--- config.mk ---
export PLATFORM = sky130hd
export DESIGN_NAME = tcd_top
export DESIGN_NICKNAME = d
export VERILOG_FILES = /design/src/verilog/tcd_pkg.sv /design/src/verilog/tcd_top.sv /design/src/verilog/tcd_unit.sv
export VERILOG_INCLUDE_DIRS = /design/src /design/src/verilog
export SDC_FILE = /design/constraint.sdc
export NUM_CORES = 1
export LEC_CHECK = 0
export BUFFER_PORTS_ARGS = -buffer_cell sky130_fd_sc_hd__clkbuf_2
export CORE_AREA = 2 2 91 111
export DETAILED_ROUTE_END_ITERATION = 12
export DIE_AREA = 0 0 93 113
export GPL_TIMING_DRIVEN = 1
export HOLD_SLACK_MARGIN = 0.03
export PLACE_DENSITY = 0.76
export SLEW_MARGIN = 20
export SYNTH_ARGS = -nofsm -noshare
export SYNTH_HDL_FRONTEND = slang
export SYNTH_SLANG_ARGS = --single-unit
--- constraint.sdc ---
create_clock -name CLK -period 7.6 [get_ports CLK]
set_input_delay 0.76 -clock CLK [delete_from_list [all_inputs] [get_ports CLK]]
set_output_delay 0.76 -clock CLK [all_outputs]
set_load 0.05 [all_outputs]
--- src/verilog/tcd_consts.svh ---
/*
 * Constants for the channel-0 C/D capture/compare control block: register byte
 * addresses, field positions, reset values and fixed masks.
 * Assumes it is included by bare name from the package and the design files.
 */
`ifndef TCD_CONSTS_SVH
`define TCD_CONSTS_SVH

// ----------------------------------------------------------------------------
// register byte addresses
// ----------------------------------------------------------------------------
`define TCD_ADDR_IOCTL 32'hFFFF_8263
`define TCD_ADDR_IER 32'hFFFF_8264
`define TCD_ADDR_STAT 32'hFFFF_8265
`define TCD_ADDR_GRC 32'hFFFF_826C
`define TCD_ADDR_GRD 32'hFFFF_826E

// ----------------------------------------------------------------------------
// field positions
// ----------------------------------------------------------------------------
`define TCD_FIELD_W 4
`define TCD_FIELD_C_LSB 0
`define TCD_FIELD_D_LSB 4
`define TCD_IER_TRIG 7
`define TCD_IER_OVF 4
`define TCD_IER_D 3
`define TCD_IER_C 2
`define TCD_IER_B 1
`define TCD_IER_A 0
`define TCD_FLAG_A 0
`define TCD_FLAG_B 1
`define TCD_FLAG_C 2
`define TCD_FLAG_D 3
`define TCD_FLAG_OVF 4
`define TCD_NFLAGS 5

// ----------------------------------------------------------------------------
// reset values and masks
// ----------------------------------------------------------------------------
`define TCD_RST_IOCTL 8'h00
`define TCD_RST_IER 8'h00
`define TCD_RST_GR 16'hFFFF
`define TCD_IER_MASK 8'h9F
`define TCD_STAT_FIXED 8'hC0
`define TCD_CNT_MAX 16'hFFFF
`define TCD_CNT_ZERO 16'h0000

`endif

--- src/verilog/tcd_pkg.sv ---
/*
 * Types shared by the C/D capture/compare control block.
 * Assumes tcd_consts.svh is on the include path.
 */
`include "tcd_consts.svh"

package tcd_pkg;

    // ------------------------------------------------------------------------
    // function classes of a 4-bit field
    // ------------------------------------------------------------------------
    typedef enum logic [1:0] {
        TCD_FN_OFF,
        TCD_FN_CMP,
        TCD_FN_CAP_PIN,
        TCD_FN_CAP_CH1
    } tcd_fn_e;

    typedef logic [`TCD_FIELD_W-1:0] tcd_field_t;

endpackage

--- src/verilog/tcd_top.sv ---
/*
 * Channel-0 C/D I/O control, interrupt enables, status flags and the two
 * capture/compare units for general registers C and D.
 * Assumes: counter, channel-1 count event, buffer-mode bits and A/B match
 * events come from timer logic on CLK; pins C and D are asynchronous.
 */

// Notes on behaviour
// upper nibble selects register D function
// lower nibble selects register C function
// x000 disables pin; x001 drives low
// x010 drives pin high on match
// x011 toggles pin on match
// 1000 rising, 1001 falling pin capture
// 101x captures on both pin edges
// 11xx captures on channel 1 count
// buffer mode B disables register D
// buffer mode A disables register C
// bit 7 gates converter start requests
// bit 4 enables overflow interrupt
// bit 3 enables register D interrupt
// bit 2 enables register C interrupt
// bit 1 enables register B interrupt
// bit 0 enables register A interrupt
// flags set on match or capture
// overflow flag set on counter wrap
// clear by read-one then write-zero
// request equals flag and enable; reserved zero

`timescale 1ns/100ps
`default_nettype none
`include "tcd_consts.svh"

module tcd_top
    import tcd_pkg::*;
#(
    parameter int AW = 32,
    parameter int DW = 16
)
(
    input wire logic CLK,
    input wire logic RST,
    input wire logic [AW-1:0] ADDR,
    input wire logic [DW-1:0] WDATA,
    input wire logic WR,
    input wire logic RD,
    output logic [DW-1:0] RDATA,

    input wire logic [DW-1:0] COUNTER,
    input wire logic CH1_COUNT,
    input wire logic BUF_MODE_A,
    input wire logic BUF_MODE_B,
    input wire logic MATCH_A_EVT,
    input wire logic MATCH_B_EVT,

    input wire logic PIN_C_I,
    output logic PIN_C_O,
    output logic PIN_C_OE,
    input wire logic PIN_D_I,
    output logic PIN_D_O,
    output logic PIN_D_OE,

    output logic IRQ_A,
    output logic IRQ_B,
    output logic IRQ_C,
    output logic IRQ_D,
    output logic IRQ_OVF,
    output logic CONV_START
);

    // ------------------------------------------------------------------------
    // declarations
    // ------------------------------------------------------------------------
    localparam int NU = 2;

    logic sel_ioctl;
    logic sel_ier;
    logic sel_stat;
    logic sel_grc;
    logic sel_grd;

    logic [7:0] ier_q;
    logic [`TCD_NFLAGS-1:0] flags_q;
    logic [`TCD_NFLAGS-1:0] flags_d;
    logic [`TCD_NFLAGS-1:0] armed_q;
    logic [`TCD_NFLAGS-1:0] flag_set;
    logic [`TCD_NFLAGS-1:0] flag_clr;

    logic [DW-1:0] cnt_prev_q;
    logic cnt_new;
    logic overflow_evt;
    logic conv_q;
    logic [DW-1:0] rdata_q;
    logic [DW-1:0] rdata_d;

    logic [NU-1:0] pin_raw;
    logic [NU-1:0] sync1_q;
    logic [NU-1:0] sync2_q;

    logic [NU-1:0] unit_inhibit;
    logic [NU-1:0] unit_field_wr;
    logic [NU-1:0] unit_gr_wr;
    logic [NU-1:0] unit_pin_o;
    logic [NU-1:0] unit_pin_oe;
    logic [NU-1:0] unit_flag_evt;
    tcd_field_t unit_field [NU];
    logic [DW-1:0] unit_gr [NU];

    // ------------------------------------------------------------------------
    // address decode
    // ------------------------------------------------------------------------
    // exact byte-address compare; anything else reads zero and writes nothing
    assign sel_ioctl = (ADDR == `TCD_ADDR_IOCTL);
    assign sel_ier = (ADDR == `TCD_ADDR_IER);
    assign sel_stat = (ADDR == `TCD_ADDR_STAT);
    assign sel_grc = (ADDR == `TCD_ADDR_GRC);
    assign sel_grd = (ADDR == `TCD_ADDR_GRD);

    // unit 0 is register C, unit 1 is register D
    assign unit_field_wr[0] = WR && sel_ioctl;
    assign unit_field_wr[1] = WR && sel_ioctl;
    assign unit_gr_wr[0] = WR && sel_grc;
    assign unit_gr_wr[1] = WR && sel_grd;
    assign unit_inhibit[0] = BUF_MODE_A;
    assign unit_inhibit[1] = BUF_MODE_B;
    assign pin_raw[0] = PIN_C_I;
    assign pin_raw[1] = PIN_D_I;

    // ------------------------------------------------------------------------
    // pin synchronisers and units
    // ------------------------------------------------------------------------
    // two flops per pin; only the second flop feeds the edge detector
    always_ff @(posedge CLK or posedge RST)
    begin
        if (RST)
        begin
            sync1_q <= '0;
            sync2_q <= '0;
        end
        else
        begin
            sync1_q <= pin_raw;
            sync2_q <= sync1_q;
        end
    end

    genvar gi;
    generate
        for (gi = 0; gi < NU; gi++)
        begin : g_unit
            localparam int LSB = (gi == 0) ? `TCD_FIELD_C_LSB : `TCD_FIELD_D_LSB;
            tcd_unit #(
                .W(DW)
            ) u_unit (
                .clk(CLK),
                .rst(RST),
                .field_wr(unit_field_wr[gi]),
                .field_wdata(WDATA[LSB +: `TCD_FIELD_W]),
                .inhibit(unit_inhibit[gi]),
                .gr_wr(unit_gr_wr[gi]),
                .gr_wdata(WDATA),
                .cnt(COUNTER),
                .cnt_new(cnt_new),
                .pin_in(sync2_q[gi]),
                .ch1_evt(CH1_COUNT),
                .field_q(unit_field[gi]),
                .gr_q(unit_gr[gi]),
                .pin_o(unit_pin_o[gi]),
                .pin_oe(unit_pin_oe[gi]),
                .flag_evt(unit_flag_evt[gi])
            );
        end
    endgenerate

    // pin levels come straight from the unit flops; pin enables are decoded from the field and buffer mode
    assign PIN_C_O = unit_pin_o[0];
    assign PIN_C_OE = unit_pin_oe[0];
    assign PIN_D_O = unit_pin_o[1];
    assign PIN_D_OE = unit_pin_oe[1];

    // ------------------------------------------------------------------------
    // counter watch
    // ------------------------------------------------------------------------
    // previous counter value gives both the change strobe and the wrap event
    always_ff @(posedge CLK or posedge RST)
    begin
        if (RST)
            cnt_prev_q <= DW'(`TCD_CNT_ZERO);
        else
            cnt_prev_q <= COUNTER;
    end

    assign cnt_new = (COUNTER != cnt_prev_q);
    assign overflow_evt = (cnt_prev_q == `TCD_CNT_MAX) &&
                          (COUNTER == `TCD_CNT_ZERO);

    // ------------------------------------------------------------------------
    // interrupt enable register
    // ------------------------------------------------------------------------
    // bits 6 and 5 are masked off, so they neither store nor read back
    always_ff @(posedge CLK or posedge RST)
    begin
        if (RST)
            ier_q <= `TCD_RST_IER;
        else if (WR && sel_ier)
            ier_q <= WDATA[7:0] & `TCD_IER_MASK;
    end

    // ------------------------------------------------------------------------
    // status flags
    // ------------------------------------------------------------------------
    // A/B events come from the timer, C/D from the units
    always_comb
    begin
        flag_set = '0;
        flag_set[`TCD_FLAG_A] = MATCH_A_EVT;
        flag_set[`TCD_FLAG_B] = MATCH_B_EVT;
        flag_set[`TCD_FLAG_C] = unit_flag_evt[0];
        flag_set[`TCD_FLAG_D] = unit_flag_evt[1];
        flag_set[`TCD_FLAG_OVF] = overflow_evt;
    end

    // a zero written clears only a flag seen as one by an earlier read;
    // writing one does nothing, and a new event in the clear cycle survives
    assign flag_clr = (WR && sel_stat) ? (armed_q & ~WDATA[`TCD_NFLAGS-1:0]) : '0;
    assign flags_d = (flags_q & ~flag_clr) | flag_set;

    always_ff @(posedge CLK or posedge RST)
    begin
        if (RST)
            flags_q <= '0;
        else
            flags_q <= flags_d;
    end

    // arming: a status read latches which flags were one; any status write
    // consumes the arming so a stale read cannot clear a later event
    always_ff @(posedge CLK or posedge RST)
    begin
        if (RST)
            armed_q <= '0;
        else if (WR && sel_stat)
            armed_q <= '0;
        else if (RD && sel_stat)
            armed_q <= armed_q | flags_q;
    end

    // ------------------------------------------------------------------------
    // interrupt and trigger outputs
    // ------------------------------------------------------------------------
    // requests are plain ANDs of flops, so they follow flag and enable exactly
    assign IRQ_A = flags_q[`TCD_FLAG_A] & ier_q[`TCD_IER_A];
    assign IRQ_B = flags_q[`TCD_FLAG_B] & ier_q[`TCD_IER_B];
    assign IRQ_C = flags_q[`TCD_FLAG_C] & ier_q[`TCD_IER_C];
    assign IRQ_D = flags_q[`TCD_FLAG_D] & ier_q[`TCD_IER_D];
    assign IRQ_OVF = flags_q[`TCD_FLAG_OVF] & ier_q[`TCD_IER_OVF];

    // converter start follows register A events, one cycle late
    always_ff @(posedge CLK or posedge RST)
    begin
        if (RST)
            conv_q <= 1'b0;
        else
            conv_q <= MATCH_A_EVT & ier_q[`TCD_IER_TRIG];
    end

    assign CONV_START = conv_q;

    // ------------------------------------------------------------------------
    // read path
    // ------------------------------------------------------------------------
    // read data is valid only in the cycle after the strobe, zero otherwise
    always_comb
    begin
        rdata_d = '0;
        if (RD)
        begin
            if (sel_ioctl)
                rdata_d[7:0] = {unit_field[1], unit_field[0]};
            else if (sel_ier)
                rdata_d[7:0] = ier_q;
            else if (sel_stat)
                rdata_d[7:0] = `TCD_STAT_FIXED | {3'b000, flags_q};
            else if (sel_grc)
                rdata_d = unit_gr[0];
            else if (sel_grd)
                rdata_d = unit_gr[1];
        end
    end

    always_ff @(posedge CLK or posedge RST)
    begin
        if (RST)
            rdata_q <= '0; // idle bus reads zero
        else
            rdata_q <= rdata_d;
    end

    assign RDATA = rdata_q;

endmodule // tcd_top

`default_nettype wire

--- src/verilog/tcd_unit.sv ---
/*
 * One capture/compare unit: function field, general register, pin level.
 * Assumes counter, change strobe, synchronised pin and channel-1 count event
 * all arrive on clk; the top decodes the register bus.
 */
`timescale 1ns/100ps
`default_nettype none
`include "tcd_consts.svh"

module tcd_unit
    import tcd_pkg::*;
#(
    parameter int W = 16
)
(
    input wire logic clk,
    input wire logic rst,
    input wire logic field_wr,
    input wire logic [`TCD_FIELD_W-1:0] field_wdata,
    input wire logic inhibit,
    input wire logic gr_wr,
    input wire logic [W-1:0] gr_wdata,
    input wire logic [W-1:0] cnt,
    input wire logic cnt_new,
    input wire logic pin_in,
    input wire logic ch1_evt,
    output tcd_field_t field_q,
    output logic [W-1:0] gr_q,
    output logic pin_o,
    output logic pin_oe,
    output logic flag_evt
);

    tcd_fn_e fn;
    logic pin_prev_q;
    logic level_q;
    logic rise;
    logic fall;
    logic edge_hit;
    logic cmp_hit;
    logic cap_hit;

    // ------------------------------------------------------------------------
    // field decode
    // ------------------------------------------------------------------------
    // buffer mode masks everything, so the field is stored but inert
    always_comb
    begin
        fn = TCD_FN_OFF;
        if (!inhibit)
        begin
            case (field_q[3:2])
                2'b00: fn = TCD_FN_CMP;
                2'b01: fn = TCD_FN_CMP;
                2'b10: fn = TCD_FN_CAP_PIN;
                2'b11: fn = TCD_FN_CAP_CH1;
                default: fn = TCD_FN_OFF;
            endcase
        end
    end

    // edge detect on the already synchronised pin
    assign rise = pin_in & ~pin_prev_q;
    assign fall = ~pin_in & pin_prev_q;

    // one selection per capture code; both-edge covers x01x
    always_comb
    begin
        edge_hit = 1'b0;
        case (field_q[1:0])
            2'b00: edge_hit = rise;
            2'b01: edge_hit = fall;
            2'b10: edge_hit = rise | fall;
            2'b11: edge_hit = rise | fall;
            default: edge_hit = 1'b0;
        endcase
    end

    // match only when the counter has just taken a new value, so a stalled
    // counter sitting on the compare value raises a single event
    assign cmp_hit = (fn == TCD_FN_CMP) && cnt_new && (cnt == gr_q);
    assign cap_hit = ((fn == TCD_FN_CAP_PIN) && edge_hit) ||
                     ((fn == TCD_FN_CAP_CH1) && ch1_evt);
    assign flag_evt = cmp_hit | cap_hit;

    // ------------------------------------------------------------------------
    // state
    // ------------------------------------------------------------------------
    // function field
    always_ff @(posedge clk or posedge rst)
    begin
        if (rst)
            field_q <= tcd_field_t'(`TCD_RST_IOCTL >> 4);
        else if (field_wr)
            field_q <= field_wdata;
    end

    // pin history for edge detection
    always_ff @(posedge clk or posedge rst)
    begin
        if (rst)
            pin_prev_q <= 1'b0;
        else
            pin_prev_q <= pin_in;
    end

    // general register: capture beats a software write in the same cycle
    always_ff @(posedge clk or posedge rst)
    begin
        if (rst)
            gr_q <= W'(`TCD_RST_GR);
        else if (cap_hit)
            gr_q <= cnt;
        else if (gr_wr)
            gr_q <= gr_wdata;
    end

    // output level: initial level on field write, then match action
    always_ff @(posedge clk or posedge rst)
    begin
        if (rst)
            level_q <= 1'b0;
        else if (field_wr)
            level_q <= field_wdata[2];
        else if (cmp_hit)
        begin
            case (field_q[1:0])
                2'b01: level_q <= 1'b0;
                2'b10: level_q <= 1'b1;
                2'b11: level_q <= ~level_q;
                default: level_q <= level_q;
            endcase
        end
    end

    // codes x000 keep the pin released
    assign pin_oe = (fn == TCD_FN_CMP) && (field_q[1:0] != 2'b00);
    assign pin_o = level_q;

endmodule // tcd_unit

`default_nettype wire

==> flow_metrics.env <==
export IMPL_overflow=0
export IMPL_place_hpwl_mm=9.417
export IMPL_critPathKind="primary input to register"
export IMPL_status="finished clean"
export IMPL_synth_edf_count=0
export IMPL_ir_drop_mv=0.1210
export IMPL_p_per_area_nw_per_um2=184.5
export IMPL_ant_nets=0
export IMPL_antenna_found_initial=0
export IMPL_drt_first_pass_iters=5
export IMPL_portBuffers=100
export IMPL_cp_required_ns=7.82
export IMPL_clk_path_buf_depth=2
export IMPL_slowest_delay_ns=0.73
export IMPL_cts_tree="done"
export IMPL_clk_latency_ns=0.34
export IMPL_initial_utilization_pct=53.95
export IMPL_die_x_um=93
export IMPL_holdCritStartpoint="sync1_q[1]$_DFF_PP0_"
export IMPL_syn_nets=593
export IMPL_hold_end="sync2_q[1]$_DFF_PP0_"
export IMPL_crit_top_cell="nand2_1"
export IMPL_die_y_um=113
export IMPL_reg2reg_setup_slack_ns=5.23
export IMPL_drt_total_wl_mm=13.04
export IMPL_syn2layout_area_growth_pct=15.47
export IMPL_vias=4160
export IMPL_setup_violations=0
export IMPL_syn_area_per_cell_um2=9.911
export IMPL_r2r_end="g_unit[1].u_unit.gr_q[10]$_DFFE_PP1P_"
export IMPL_ys_seq_area_share_pct=48.81
export IMPL_post_cts_buffers=0
export IMPL_io_pins=101
export IMPL_drive_gt1_share_pct=30.56
export IMPL_worst_r2r_cell_count=8
export IMPL_dpl_cell_area_um2=5528
export IMPL_rsz0062_at_grt="false"
export IMPL_final_max_slew_violation_count=0
export IMPL_cp_data_arrival_time_ns=3.01
export IMPL_num_rows=39
export IMPL_root_buffer="clkbuf_16"
export IMPL_relSlewSlack_pct=39.98
export IMPL_finalSetupTns_ns=0
export IMPL_synth_cells=510
export IMPL_hold_depth=0
export IMPL_grt_usage_pct=26.19
export IMPL_cts_clk_slew_worst_paths_ns=0.06
export IMPL_netlist_area_um2=5055
export IMPL_critPathLaunchType="primary input"
export IMPL_die_area_um2=10510
export IMPL_stdcell_area_um2=5837
export IMPL_combPwrFrac_pct=7.4
export IMPL_h_tree_depth=3
export IMPL_hold_viol=0
export IMPL_hold_buffers=0
export IMPL_coreArea_um2=9369
export IMPL_numClockSinks=97
export IMPL_drc=0
export IMPL_grt_pass1_wl_mm=21.20
export IMPL_cp_cell_sequence="clkbuf_2 > and4bb_2 > nand2_1 > nor3b_1 > nand3_1 > nand2_1 > a31oi_1"
export IMPL_fin_skew_ns=0.005444
export IMPL_async_flop_share_pct=100.0
export IMPL_fin_crit_ns=2.790
export IMPL_hold_class="register to register"
export IMPL_gp_congestion=0.8606
export IMPL_crit_buf_inv=1
export IMPL_crit_fanout=16
export IMPL_wl_per_cell_um=18.31
export IMPL_drtIter0Drc=382
export IMPL_yosysWarnings=0
export IMPL_p_leak_uw=0.002636
export IMPL_critPathSlowestCell="nor3b_1"
export IMPL_synth_distinct_cells=49
export IMPL_crit_path_end_kind="register"
export IMPL_grt_start_max_net_pins=64
export IMPL_pwr_share_clk_pct=43.7
export IMPL_nNetsFinal=667
export IMPL_ys_ff_latch=97
export IMPL_timing_final_crit_share_pct=36.71
export IMPL_finalPower_uw=1077
export IMPL_worst_pin_slew_ns=0.8935
export IMPL_avgViaCountPerCell=5.843
export IMPL_cts_resized=0
export IMPL_cap_viol_max_count=0
export IMPL_grt_pass1_vias=4296
export IMPL_nFillCells=796
export IMPL_timing_fmax_mhz=358.4
export IMPL_fin_util_pct=62.30
export IMPL_ys_dominant_reg_cell="dfrtp_1"
export IMPL_antenna_cells=0
export IMPL_switching_share_pct=22.26
export IMPL_path_delay_family="simple AND/OR/NAND/NOR gates"
export IMPL_seqPwrFrac_pct=48.9
export IMPL_p_sw_uw=239.7
export IMPL_p_int_uw=837.0
export IMPL_numCtsBuffers=9
export IMPL_reg2reg_from="g_unit[1].u_unit.field_q[0]$_DFFE_PP0P_"
export IMPL_worst_hold_slack_ns=0.3510
==> power by group through the flow <==
stage | combinational (uW) | clock (uW) | sequential [uW]
4_1_cts | 80.2 | 476 | 527
5_1_grt | 87.1 | 501 | 527
2_1_floorplan | 43.5 | 0 | 535
6_report | 79.5 | 470 | 527
3_5_place_dp | 79.5 | 0 | 536
3_3_place_gp | 78.1 | 0 | 535
==> flip-flops by register name (all words and copies together), names as in the netlist, 5 cells and up <==
register,count
g_unit.u_unit.gr_q,32
RDATA,16
cnt_prev_q,16
g_unit.u_unit.field_q,8
ier_q,6
armed_q,5
flags_q,5
==> worst max-delay path by stage <==
stage / cells after the start / slack [ns] / start / end
2_1_floorplan: 1 / 4.36 / RST / CONV_START$_DFF_PP0_
3_3_place_gp: 7 / 4.62 / ADDR[4] / g_unit[1].u_unit.gr_q[5]$_DFFE_PP1P_
3_5_place_dp: 7 / 4.54 / ADDR[7] / g_unit[1].u_unit.gr_q[10]$_DFFE_PP1P_
4_1_cts: 7 / 4.89 / ADDR[4] / g_unit[1].u_unit.gr_q[10]$_DFFE_PP1P_
5_1_grt: 7 / 4.55 / ADDR[7] / g_unit[1].u_unit.gr_q[8]$_DFFE_PP1P_
6_report: 7 / 4.81 / ADDR[4] / g_unit[1].u_unit.gr_q[10]$_DFFE_PP1P_
==> cell usage after synthesis, types with 8 or more instances <==
cell type / n / area [um^2]
and2_1: 8 / 50.05
ha_1: 8 / 100.1
nand3_1: 8 / 40.04
o21ai_0: 8 / 40.04
nor2_1: 56 / 210.2
xnor2_1: 34 / 297.8
mux2_2: 24 / 270.3
dfrtp_1: 65 / 1627
nand4_1: 15 / 93.84
a31oi_1: 39 / 244.0
clkbuf_1: 28 / 105.1
mux2i_1: 11 / 110.1
xor2_1: 12 / 105.1
dfstp_2: 32 / 840.8
inv_1: 10 / 37.54
nand2_1: 76 / 285.3
nor3_1: 8 / 40.04
==> cell type report <==
| type | instances | area [um^2] | share of cell area, % |
|---|---|---|---|
| Clock buffer | 14 | 274.0 | 4.695 |
| Clock inverter | 2 | 35.03 | 0.6002 |
| Inverter | 10 | 38.79 | 0.6645 |
| Multi-Input combinational cell | 364 | 2352 | 40.30 |
| Sequential cell | 97 | 2467 | 42.27 |
| Tap cell | 123 | 153.9 | 2.637 |
| Timing Repair Buffer | 102 | 515.5 | 8.832 |
==> layer usage <==
layer / share of wire (%) / GRT usage [%] / up-vias
li1: - / - / 1905
met2: 48 / 42.27 / 198
met5: 0 / 0 / -
met1: 41 / 32.74 / 2013
met4: 4.3 / 14.02 / 0
met3: 6.4 / 5.992 / 44
==> metrics by stage <==
stage,worst slack (ns),cells
6_report,4.810,712
5_1_grt,4.551,712
4_1_cts,4.895,712
3_5_place_dp,4.537,696
3_3_place_gp,4.618,696
2_1_floorplan,4.359,510
==> logic make-up after synthesis <==
kind of cell,after synthesis,share of synthesized area [%]
xor+xnor,46,7.970
simple gates,206,20.00
fa+ha+maj,8,1.980
compound gates,69,9.059
mux,35,7.525
buf+inv,49,4.653
flops,97,48.81
==> cells in the final DEF, fill, tap and decap left out, types with 3 or more instances in the layout <==
| cell | count |
|---|---|
| nor2_1 | 56 |
| or4_1 | 3 |
| nand4_1 | 15 |
| nand2_1 | 76 |
| clkbuf_2 | 100 |
| xnor2_1 | 34 |
| clkbuf_16 | 9 |
| nor3_1 | 8 |
| nor4_1 | 4 |
| a222oi_1 | 3 |
| a21oi_1 | 4 |
| o21ai_0 | 8 |
| dfrtp_1 | 65 |
| a221oi_1 | 5 |
| and3_1 | 4 |
| mux2_2 | 24 |
| ha_1 | 8 |
| a31oi_1 | 39 |
| dfstp_2 | 32 |
| clkbuf_8 | 3 |
| inv_1 | 9 |
| xor2_1 | 12 |
| a21o_1 | 3 |
| nand3b_1 | 5 |
| nand3_1 | 8 |
| and2_1 | 8 |
| nand2b_1 | 4 |
| mux2i_1 | 11 |
No activity file was read; power rests on OpenSTA's default activity.
